File: config.mk
export PLATFORM = sky130hd
export DESIGN_NAME = uoesc_top
export DESIGN_NICKNAME = d
export VERILOG_FILES = /design/src/core/uoesc_pkg.sv /design/src/core/uoesc_q_if.sv /design/src/core/uoesc_pkt_queue.sv /design/src/core/uoesc_top.sv
export VERILOG_INCLUDE_DIRS = /design/src /design/src/core
export SDC_FILE = /design/constraint.sdc
export NUM_CORES = 1
export LEC_CHECK = 0
export BUFFER_PORTS_ARGS = -buffer_cell sky130_fd_sc_hd__buf_2
export CAP_MARGIN = 30
export CORE_ASPECT_RATIO = 1.5
export CORE_MARGIN = 2
export CORE_UTILIZATION = 25
export CTS_CLUSTER_DIAMETER = 100
export CTS_CLUSTER_SIZE = 12
export DETAILED_ROUTE_END_ITERATION = 8
export PLACE_DENSITY = 0.57
export SLEW_MARGIN = 10
export SYNTH_ARGS = -nofsm -noshare
export SYNTH_HDL_FRONTEND = slang
export SYNTH_HIERARCHICAL = 1
export SYNTH_SLANG_ARGS = --single-unit
File: constraint.sdc
create_clock -name i_clk -period 2.6 [get_ports i_clk]
set_input_delay 0 -clock i_clk [delete_from_list [all_inputs] [get_ports i_clk]]
set_output_delay 0 -clock i_clk [all_outputs]
set_load 0.01 [all_outputs]
File: src/core/uoesc_cfg.svh
/*
  Offsets, field positions, reset values and widths of the OUT endpoint
  status and control block. Assumes a 32-bit Avalon-MM slave port with
  one byte-wide register per aligned word (byte address = index * 4).
*/
// Operation
// - ISO mode: CRC or bit-stuff faulted packet sets data error; packet-ready clear drops it.
// - ISO mode: packet lost to a full FIFO sets overrun; firmware clears it.
// - FIFO full reads 1 at two packets when double buffered, else one.
// - Packet ready sets while a packet waits; firmware clears it after unloading.
// - Control high bit 7 enables double buffering; read/write, resets to 0.
// - Control high bit 6 selects isochronous (1) or bulk/interrupt (0); resets 0.
// - Control high bits 5:0 read as zero and ignore writes.
// - Writing 1 to flush drops the next packet, clears packet ready unless a second packet waits, self-clears.
// - Read-only 10-bit count of the head packet, valid while packet ready is 1.
`ifndef UOESC_CFG_SVH
`define UOESC_CFG_SVH

`define UOESC_IDX_CTRL_LO   6'h14
`define UOESC_IDX_CTRL_HI   6'h15
`define UOESC_IDX_CNT_LO    6'h16
`define UOESC_IDX_CNT_HI    6'h17
`define UOESC_IDX_IRQ_STAT  6'h18
`define UOESC_IDX_IRQ_MASK  6'h19

`define UOESC_LO_PKT_RDY    0
`define UOESC_LO_FIFO_FULL  1
`define UOESC_LO_OVERRUN    2
`define UOESC_LO_DATA_ERR   3
`define UOESC_LO_FLUSH      4
`define UOESC_HI_ISO        6
`define UOESC_HI_DBL        7

`define UOESC_IRQ_PKT       0
`define UOESC_IRQ_OVR       1
`define UOESC_IRQ_ERR       2

`define UOESC_RST_BYTE      8'h00
`define UOESC_RST_IRQ       3'h0
`define UOESC_LEN_W         10
`define UOESC_QUEUE_DEPTH   2

`endif

File: src/core/uoesc_pkg.sv
/*
  Types shared by the OUT endpoint status and control block.
  Assumes uoesc_cfg.svh is available on the include path.
*/
`include "uoesc_cfg.svh"

package uoesc_pkg;

  typedef logic [`UOESC_LEN_W-1:0] uoesc_len_type;

  typedef enum logic [0:0] {
    UOESC_FLUSH_IDLE = 1'b0,
    UOESC_FLUSH_RUN  = 1'b1
  } uoesc_flush_type;

endpackage

File: src/core/uoesc_q_if.sv
/*
  Interface between the register front end and the packet queue.
  Assumes both ends share one clock; every signal is same-cycle.
*/
`timescale 1ns/10ps

interface uoesc_q_if;
  logic                  push;
  uoesc_pkg::uoesc_len_type push_len;
  logic                  pop;
  logic                  dbl;
  logic [1:0]            count;
  logic                  full;
  uoesc_pkg::uoesc_len_type head_len;

  modport mgr   (output push, push_len, pop, dbl,
                 input  count, full, head_len);
  modport queue (input  push, push_len, pop, dbl,
                 output count, full, head_len);
endinterface

File: src/core/uoesc_pkt_queue.sv
/*
  Two-entry queue of received packet descriptors (byte count only).
  Assumes the front end never pushes while full nor pops while empty.
*/
`timescale 1ns/10ps
`include "uoesc_cfg.svh"

module uoesc_pkt_queue (
  input wire logic i_clk,  // Controller clock.
  input wire logic i_rst,  // Synchronous reset, active high.
  uoesc_q_if.queue q       // Push, pop and occupancy.
);

  uoesc_pkg::uoesc_len_type len_mem_q [`UOESC_QUEUE_DEPTH];
  logic                     wr_ptr_q;
  logic                     rd_ptr_q;
  logic [1:0]               count_q;
  logic [1:0]               count_d;
  logic [1:0]               cap;

  // ---------------------------------------------------------------------
  // Occupancy
  // ---------------------------------------------------------------------
  assign cap      = q.dbl ? 2'h2 : 2'h1;
  assign count_d  = count_q + {1'b0, q.push} - {1'b0, q.pop};
  assign q.count  = count_q;
  // Full is judged against the live mode, so turning double buffering off
  // with two packets held still reports full until they drain.
  assign q.full   = (count_q >= cap);
  assign q.head_len = len_mem_q[rd_ptr_q];

  always_ff @(posedge i_clk) begin
    if (i_rst) begin
      wr_ptr_q <= 1'b0;
      rd_ptr_q <= 1'b0;
      count_q  <= 2'h0;
    end else begin
      count_q <= count_d;
      if (q.push) begin
        wr_ptr_q <= ~wr_ptr_q;
      end
      if (q.pop) begin
        rd_ptr_q <= ~rd_ptr_q;
      end
    end
  end

  always_ff @(posedge i_clk) begin
    if (i_rst) begin
      len_mem_q[0] <= '0;
      len_mem_q[1] <= '0;
    end else if (q.push) begin
      len_mem_q[wr_ptr_q] <= q.push_len;
    end
  end

endmodule // uoesc_pkt_queue

File: src/core/uoesc_top.sv
/*
  Status and control of the selected USB OUT endpoint, with its register
  window on an Avalon-MM slave port. Assumes the receive engine runs on the
  same clock and presents each finished OUT packet as a one-cycle strobe
  with its byte count and a CRC or bit-stuff fault flag. Packet bytes live
  in the endpoint FIFO elsewhere; this block tracks packets only.
*/
// The Avalon-MM slave port is this design's own decision.
`timescale 1ns/10ps
`include "uoesc_cfg.svh"

module uoesc_top (
  input  wire logic        i_clk,             // Controller clock, 100 MHz.
  input  wire logic        i_rst,             // Synchronous reset, active high.
  input  wire logic [7:0]  i_avs_address,     // Byte address.
  input  wire logic        i_avs_read,        // Read request.
  input  wire logic        i_avs_write,       // Write request.
  input  wire logic [31:0] i_avs_writedata,   // Write data.
  input  wire logic [3:0]  i_avs_byteenable,  // Byte lanes.
  output logic      [31:0] o_avs_readdata,    // Read data, registered.
  output logic             o_avs_waitrequest, // Stall of the current request.
  input  wire logic        i_rx_valid,        // One-cycle end of an OUT packet.
  input  wire logic [9:0]  i_rx_len,          // Byte count of that packet.
  input  wire logic        i_rx_crc_err,      // CRC or bit-stuff fault seen.
  output logic             o_rx_accept,       // Packet was kept, registered.
  output logic             o_fifo_full,       // Endpoint cannot take a packet.
  output logic             o_pkt_ready,       // A packet waits for firmware.
  output logic             o_irq              // Level interrupt, registered.
);

  // ---------------------------------------------------------------------
  // Address decode
  // ---------------------------------------------------------------------
  function automatic logic reg_hit(input logic [5:0] idx,
                                   input logic [5:0] reg_idx);
    reg_hit = (idx == reg_idx);
  endfunction

  wire [5:0] idx       = i_avs_address[7:2];
  wire       lane0     = i_avs_byteenable[0];
  wire       hit_lo    = reg_hit(idx, `UOESC_IDX_CTRL_LO);
  wire       hit_hi    = reg_hit(idx, `UOESC_IDX_CTRL_HI);
  wire       hit_cntl  = reg_hit(idx, `UOESC_IDX_CNT_LO);
  wire       hit_cnth  = reg_hit(idx, `UOESC_IDX_CNT_HI);
  wire       hit_stat  = reg_hit(idx, `UOESC_IDX_IRQ_STAT);
  wire       hit_mask  = reg_hit(idx, `UOESC_IDX_IRQ_MASK);

  // Writes complete in the cycle they appear; only lane 0 carries data.
  wire       wr_lo     = i_avs_write & lane0 & hit_lo;
  wire       wr_hi     = i_avs_write & lane0 & hit_hi;
  wire       wr_stat   = i_avs_write & lane0 & hit_stat;
  wire       wr_mask   = i_avs_write & lane0 & hit_mask;
  wire [7:0] wbyte     = i_avs_writedata[7:0];

  // ---------------------------------------------------------------------
  // State
  // ---------------------------------------------------------------------
  uoesc_q_if qif ();

  logic                    dbl_q;
  logic                    iso_q;
  logic                    overrun_q;
  logic                    overrun_d;
  logic                    data_err_q;
  logic                    data_err_d;
  uoesc_pkg::uoesc_flush_type flush_q;
  uoesc_pkg::uoesc_flush_type flush_d;
  logic [2:0]              irq_stat_q;
  logic [2:0]              irq_stat_d;
  logic [2:0]              irq_mask_q;
  logic                    irq_q;
  logic                    rd_done_q;
  logic [31:0]             rdata_q;
  logic                    accept_q;

  uoesc_pkt_queue u_queue (
    .i_clk (i_clk),
    .i_rst (i_rst),
    .q     (qif.queue)
  );

  // ---------------------------------------------------------------------
  // Receive side
  // ---------------------------------------------------------------------
  wire pkt_ready  = (qif.count != 2'h0);
  // Outside ISO mode a faulted packet is never kept; the host will retry.
  wire rx_drop    = i_rx_valid & i_rx_crc_err & ~iso_q;
  wire rx_store   = i_rx_valid & ~qif.full & ~rx_drop;
  wire rx_overrun = i_rx_valid & qif.full & iso_q;
  wire err_set    = rx_store & i_rx_crc_err & iso_q;

  // ---------------------------------------------------------------------
  // Firmware side
  // ---------------------------------------------------------------------
  // A flush request takes over the packet-ready clear in the same write,
  // so one write never drops two packets.
  wire flush_req   = wr_lo & wbyte[`UOESC_LO_FLUSH];
  wire fw_clr_rdy  = wr_lo & ~wbyte[`UOESC_LO_PKT_RDY] & ~flush_req
                     & pkt_ready;
  wire flush_run   = (flush_q == uoesc_pkg::UOESC_FLUSH_RUN);
  wire flush_pop   = flush_run & pkt_ready;
  wire pop         = fw_clr_rdy | flush_pop;
  wire ovr_clr     = wr_lo & ~wbyte[`UOESC_LO_OVERRUN];

  assign qif.push     = rx_store;
  assign qif.push_len = i_rx_len;
  assign qif.pop      = pop;
  assign qif.dbl      = dbl_q;

  // ---------------------------------------------------------------------
  // Flush sequencer
  // ---------------------------------------------------------------------
  // The flush bit reads 1 for the single cycle in which the head packet is
  // dropped, then falls back by itself.
  always_comb begin
    case (flush_q)
      uoesc_pkg::UOESC_FLUSH_IDLE: begin
        flush_d = flush_req ? uoesc_pkg::UOESC_FLUSH_RUN
                            : uoesc_pkg::UOESC_FLUSH_IDLE;
      end
      uoesc_pkg::UOESC_FLUSH_RUN: begin
        flush_d = uoesc_pkg::UOESC_FLUSH_IDLE;
      end
      default: begin
        flush_d = uoesc_pkg::UOESC_FLUSH_IDLE;
      end
    endcase
  end

  // ---------------------------------------------------------------------
  // Flags: a set in the same cycle as its clear wins
  // ---------------------------------------------------------------------
  assign overrun_d  = rx_overrun | (overrun_q & ~ovr_clr);
  assign data_err_d = err_set | (data_err_q & ~pop);
  assign irq_stat_d = {err_set, rx_overrun, rx_store}
                      | (irq_stat_q & ~({3{wr_stat}} & wbyte[2:0]));

  // ---------------------------------------------------------------------
  // Configuration and flag registers
  // ---------------------------------------------------------------------
  always_ff @(posedge i_clk) begin
    if (i_rst) begin
      dbl_q <= 1'b0;
      iso_q <= 1'b0;
    end else if (wr_hi) begin
      dbl_q <= wbyte[`UOESC_HI_DBL];
      iso_q <= wbyte[`UOESC_HI_ISO];
    end
  end

  always_ff @(posedge i_clk) begin
    if (i_rst) begin
      overrun_q  <= 1'b0;
      data_err_q <= 1'b0;
      flush_q    <= uoesc_pkg::UOESC_FLUSH_IDLE;
      accept_q   <= 1'b0;
    end else begin
      overrun_q  <= overrun_d;
      data_err_q <= data_err_d;
      flush_q    <= flush_d;
      accept_q   <= rx_store;
    end
  end

  // ---------------------------------------------------------------------
  // Interrupt
  // ---------------------------------------------------------------------
  always_ff @(posedge i_clk) begin
    if (i_rst) begin
      irq_stat_q <= `UOESC_RST_IRQ;
      irq_mask_q <= `UOESC_RST_IRQ;
      irq_q      <= 1'b0;
    end else begin
      irq_stat_q <= irq_stat_d;
      if (wr_mask) begin
        irq_mask_q <= wbyte[2:0];
      end
      irq_q <= |(irq_stat_d & (wr_mask ? wbyte[2:0] : irq_mask_q));
    end
  end

  // ---------------------------------------------------------------------
  // Read path
  // ---------------------------------------------------------------------
  // The count is only meaningful while a packet waits, so it reads zero
  // otherwise rather than a stale length.
  wire [9:0] cnt_val = pkt_ready ? qif.head_len : 10'h000;

  wire [7:0] lo_byte = {3'h0,
                        flush_run,
                        data_err_q,
                        overrun_q,
                        qif.full,
                        pkt_ready};
  wire [7:0] hi_byte = {dbl_q, iso_q, 6'h00};

  wire [7:0] rd_mux  = hit_lo   ? lo_byte :
                       hit_hi   ? hi_byte :
                       hit_cntl ? cnt_val[7:0] :
                       hit_cnth ? {6'h00, cnt_val[9:8]} :
                       hit_stat ? {5'h00, irq_stat_q} :
                       hit_mask ? {5'h00, irq_mask_q} :
                                  8'h00;

  // Reads take one wait cycle so that read data come from a flip-flop.
  wire rd_take = i_avs_read & ~rd_done_q;

  always_ff @(posedge i_clk) begin
    if (i_rst) begin
      rd_done_q <= 1'b0;
      rdata_q   <= 32'h00000000;
    end else begin
      rd_done_q <= rd_take;
      if (rd_take) begin
        rdata_q <= {24'h000000, rd_mux};
      end
    end
  end

  // ---------------------------------------------------------------------
  // Outputs
  // ---------------------------------------------------------------------
  assign o_avs_readdata    = rdata_q;
  assign o_avs_waitrequest = rd_take;
  assign o_rx_accept       = accept_q;
  assign o_fifo_full       = qif.full;
  assign o_pkt_ready       = pkt_ready;
  assign o_irq             = irq_q;

endmodule // uoesc_top

# [Word-level counts from Yosys, hierarchy flattened]
# Memories as Yosys holds them, arrays and structs flattened. A register that Yosys moved wholly into a read port is not among the register bits.
# Index checks and enable logic that the tools add are counted.
[word_totals] input_bits=60 output_inout_bits=37 n_memories=1 mem_bits_rw=20 ff_bits=26
[mem_list] name="u_queue.len_mem_q" depth=2 word_bits=10 rd=1 rd_ports_with_merged_regs=1 wr=2 line="uoesc_pkt_queue.sv:14" text="uoesc_pkg::uoesc_len_type len_mem_q [`UOESC_QUEUE_DEPTH];"
[op_classes] n_mux=21 n_lt_le_gt_ge=1 reduce_logical=3 bitwise_logic=42 add_sub_neg=2 n_eq_ne=6
[ops] op="$eq A6 B5 Y1 const B" n=6
[ops] op="$mux W8" n=3
[ops] op="$and A1 B1 Y1" n=22
[ops] op="$mux W10" n=2
[ops] op="$mux W3" n=4
[ops] op="$not A1 Y1" n=12
[ops] op="$mux W1" n=10
[ops] op="$reduce_or A10 Y1" n=1
[ops] op="$and A3 B3 Y3" n=3
[ops] op="$not A3 Y3" n=1
[ops] op="$or A1 B1 Y1" n=3
[ops] op="$or A3 B3 Y3" n=1
[ops] op="$reduce_or A3 Y1" n=1
[ops] op="$add A2 B1 Y2" n=1
[ops] op="$ge A2 B2 Y1" n=1
[ops] op="$mux W2" n=1
[ops] op="$pmux W1 S2" n=1
[ops] op="$reduce_bool A2 Y1" n=1
[ops] op="$sub A2 B1 Y2" n=1

# [Depth between registers and ports, before layout]
[depth] depth_word=10 depth_mapped=10 ltp_nobuf=9

# [Modules after synthesis]
# Netlist, hierarchy kept.
[modules_own_cells] mod="uoesc_top" area_each_um2=1315.0 instances=1 cells_each=147
[modules_own_cells] mod="uoesc_pkt_queue" area_each_um2=1167.4 instances=1 cells_each=90

# [Least setup slack after synthesis]
# No wires, ideal clock.
[synth_timing] path_type="flip-flop to flip-flop" startpoint="reg dbl_q" endpoint="mem u_queue/len_mem_q[1][0] (netlist bit), enable pin" required_time_ns=2.253 period_less_slack_ns=2.369 slack_ns=0.231 arrival_time_ns=2.022 path_buffers=0 stages_incl_launch_ff=8 path_cell_list="dfxtp_1 > inv_1 > ha_1 > nand2b_1 > a21o_1 > nor3b_1 > nand2_1 > nand2b_1"
[synth_lines] element="start, declared" line="uoesc_top.sv:60" text="logic dbl_q;"
[synth_lines] element="start signal, assigned" line="uoesc_top.sv:146" text="dbl_q <= wbyte[`UOESC_HI_DBL];"
[synth_lines] element="end, declared" line="uoesc_pkt_queue.sv:14"

==> qor.csv <==
metric,value,unit
row count,44,
Multi-input gate area,1160,um^2
die area,10800,um^2
"Primary FF master, synth",dfxtp_1,
fillcell total,1035,
Root Driver,clkbuf_16,
Setup CP Type,reg -> reg,
Initial Utilization,25.6,%
number of distinct library cells after synthesis,51,
Fmax,448,MHz
clk_lat worst skew,0.29,ns
Reg area,1140,um^2
Worst IR Drop VDD,0.306,mV
initial antenna violation count,0,
WL final,5220,um
clock buffer count from CTS,5,
DRT antenna net count,0,
mean number of vias per cell,4.36,
GRT overflow,0,
Avg WL per Cell,13.0,um
Fin Clk Skew,0.00832,ns
WP data required,2.57,ns
IO Count,97,
clock-pin slew on the worst setup and hold paths,0.07,ns
RR Startpoint,dbl_q$_SDFFE_PP0P_,
Setup-failing EPs final,0,
largest net degree at the start of global routing,26,
Detailed Place HPWL,4070,um
Post-CTS Setup Repair Bufs,0,
H-tree depth,2,
warnings from Yosys,6,
die width,85.4,um
reg2reg end,u_queue/len_mem_q[1][8]$_SDFFCE_PN0P_,
Sink Count,47,
post-route core utilization,30.4,%
sequential area share after synthesis,46.0,%
core area,9690,um^2
status,finished clean,
fraction of registers with async set/reset,0,%
"commonest non-fill, non-tap cell in the layout",nor2_1,
most frequent cells in the layout,"nor2_1, buf_2, dfxtp_1, conb_1, edfxtp_1",
Max Cap Viol,0,
WP depth,8,
first-pass GRT wire length,8460,um
synthesized flop and latch total,47,
CP startpoint kind,flop,
leakage power total,1.22,nW
CTS tree,yes,
# diodes,0,
largest delay contributor family on the critical path,simple AND/OR/NAND/NOR gates,
Worst setup EP type,flop,
Nets,349,
number of enable flip-flop cells after synthesis,20,
cell count after synthesis,237,
# DRC,0,
power consumption,1.79,mW
Inst Count DP,390,
Iteration-0 DRC Markers,81,
setup TNS,0,ns
Synth Area per Inst,10.5,um^2
largest cells by area after synthesis,"edfxtp_1, dfxtp_1, buf_4",
Layout area overhead,18.6,%
share of layout cells above drive strength 1,29.4,%
vias in the first global route,1716,
"Hold Violations, Final",0,
"non-filler cells, final",401,
Cell Pwr Density,606,nW/um^2
top-area cell type share of the netlist area,24.2,%
Final Critical Period,2.23,ns
R2R cell count,8,
fin crit share,85.9,%
vias,1749,
slowest cell on the critical path,dfxtp_1,
Die Ht,126,um
crit path max fanout,10,
Max Buffers Root-to-Sink,2,
IO buf count,41,
Detailed Routing Iterations Pass 1,4,
cell taking the most area after synthesis,edfxtp_1,
arrival time at the worst endpoint,2.20,ns
Worst setup endpoint,u_queue/len_mem_q[1][8]$_SDFFCE_PN0P_,
final slew viol count,0,
flop-to-flop setup slack,0.37,ns
cells along the critical path,"inv_1, ha_1, nand2b_1, a21o_1, nor3b_1, buf_4, nand2_1, nand2b_2",
Netlist Area Pre-Place,2480,um^2
Worst Hold Class,in -> reg,
crit-path max cell delay,0.40,ns
Total GRT Usage,10.2,%
Buffers & Inverters on Critical Path,2,
RSZ-0062 raised after global routing,false,
crit path from,dbl_q$_SDFFE_PP0P_,
RePlAce Congestion,0.786,
[synthesized netlist by cell type (all sizes together), types with 2 or more instances]
cell type / instances
a211oi: 3
a21boi: 2
a21oi: 9
a221o: 2
a221oi: 5
and2: 2
buf: 30
clkbuf: 5
dfxtp: 27
edfxtp: 20
ha: 4
inv: 6
mux2: 10
mux2i: 6
nand2: 7
nand2b: 16
nand3: 3
nand4: 3
nand4b: 2
nand4bb: 2
nor2: 43
nor2b: 4
nor3: 6
nor3b: 2
nor4b: 2
o21ai: 4
[through the flow]
step                      cell area (um^2)  hold slack, ns  worst slack [ns]
after global placement                2740           0.232             0.200
after CTS                             2940        0.000484             0.178
after floorplan                       2570          0.0716             0.231
after global routing                  2950          0.0505             0.127
final                                 2950         0.00198             0.368
after detailed placement              2740           0.247             0.202
[how the worst min path moves through the flow]
| stage | startpoint | to | slack (ns) | depth (start not counted) |
|---|---|---|---|---|
| global placement | i_avs_writedata[6] | iso_q$_SDFFE_PP0P_ | 0.23 | 3 |
| floorplan | i_rst | o_rx_accept$_SDFF_PP0_ | 0.07 | 1 |
| detailed placement | i_avs_writedata[6] | iso_q$_SDFFE_PP0P_ | 0.25 | 3 |
| CTS | i_avs_writedata[1] | irq_mask_q[1]$_SDFF_PP0_ | 0.0005 | 3 |
| global route | i_avs_writedata[2] | irq_mask_q[2]$_SDFF_PP0_ | 0.05 | 3 |
| finish | i_avs_writedata[1] | irq_mask_q[1]$_SDFF_PP0_ | 0.002 | 3 |
[timing repair]
item | 4_1_cts | 5_1_grt
hold buffers | 3 | 0
resized for setup | 0 | 2
endpoints found under the setup margin | 0 | 12
hold endpoints to repair | 3 | 0
[power by group]
group / internal, mW / switching [mW] / total [mW]
registers: 0.806 / 0.0119 / 0.818
logic: 0.0969 / 0.138 / 0.234
clock network: 0.457 / 0.276 / 0.733
[final cells by class]
cell class | count | share of cell area (%)
Multi-Input combinational cell | 172 | 39.5
Sequential cell | 47 | 38.7
Timing Repair Buffer | 53 | 10.3
Tap cell | 115 | 4.89
Clock buffer | 5 | 4.25
Clock inverter | 3 | 1.57
Inverter | 6 | 0.765
[worst reg2reg max path, cell delays in order, from the launching register on]
cell      delay (ns)
dfxtp_1         0.40
inv_1           0.08
ha_1            0.28
nand2b_1        0.14
a21o_1          0.18
nor3b_1         0.29
buf_4           0.21
nand2_1         0.09
nand2b_2        0.23
[registers in the layout (all words and copies together) (netlist names), 2 cells and up, named ones only]
signal and count:
o_avs_readdata 8, u_queue/q.count 2, irq_stat_q 3, irq_mask_q 3, u_queue/len_mem_q 20
[per-layer routing]
metal / vias to the layer above / wire (um) / global-route usage [%]
met5: - / 0 / 0
met3: 7 / 241 / 2.03
met2: 47 / 2740 / 18.4
met1: 816 / 2150 / 11.5
met4: 0 / 86 / 3.92
li1: 879 / - / -
[cell families (layout without fill, tap and decap cells)]
group                      count (synthesis)  in the layout  synth area share, %
other                                      1             24                0.151
adders and majority gates                  4              4                 2.02
muxes                                     16             16                 6.96
and+or+nand+nor                           95             95                 23.5
buffers and inverters                     41             67                 10.8
DFF                                       47             47                 46.0
AOI/OAI and AO/OA                         31             31                 9.33
xor gates and xnor gates                   2              2                 1.26
No activity file was read; power rests on OpenSTA's default activity.
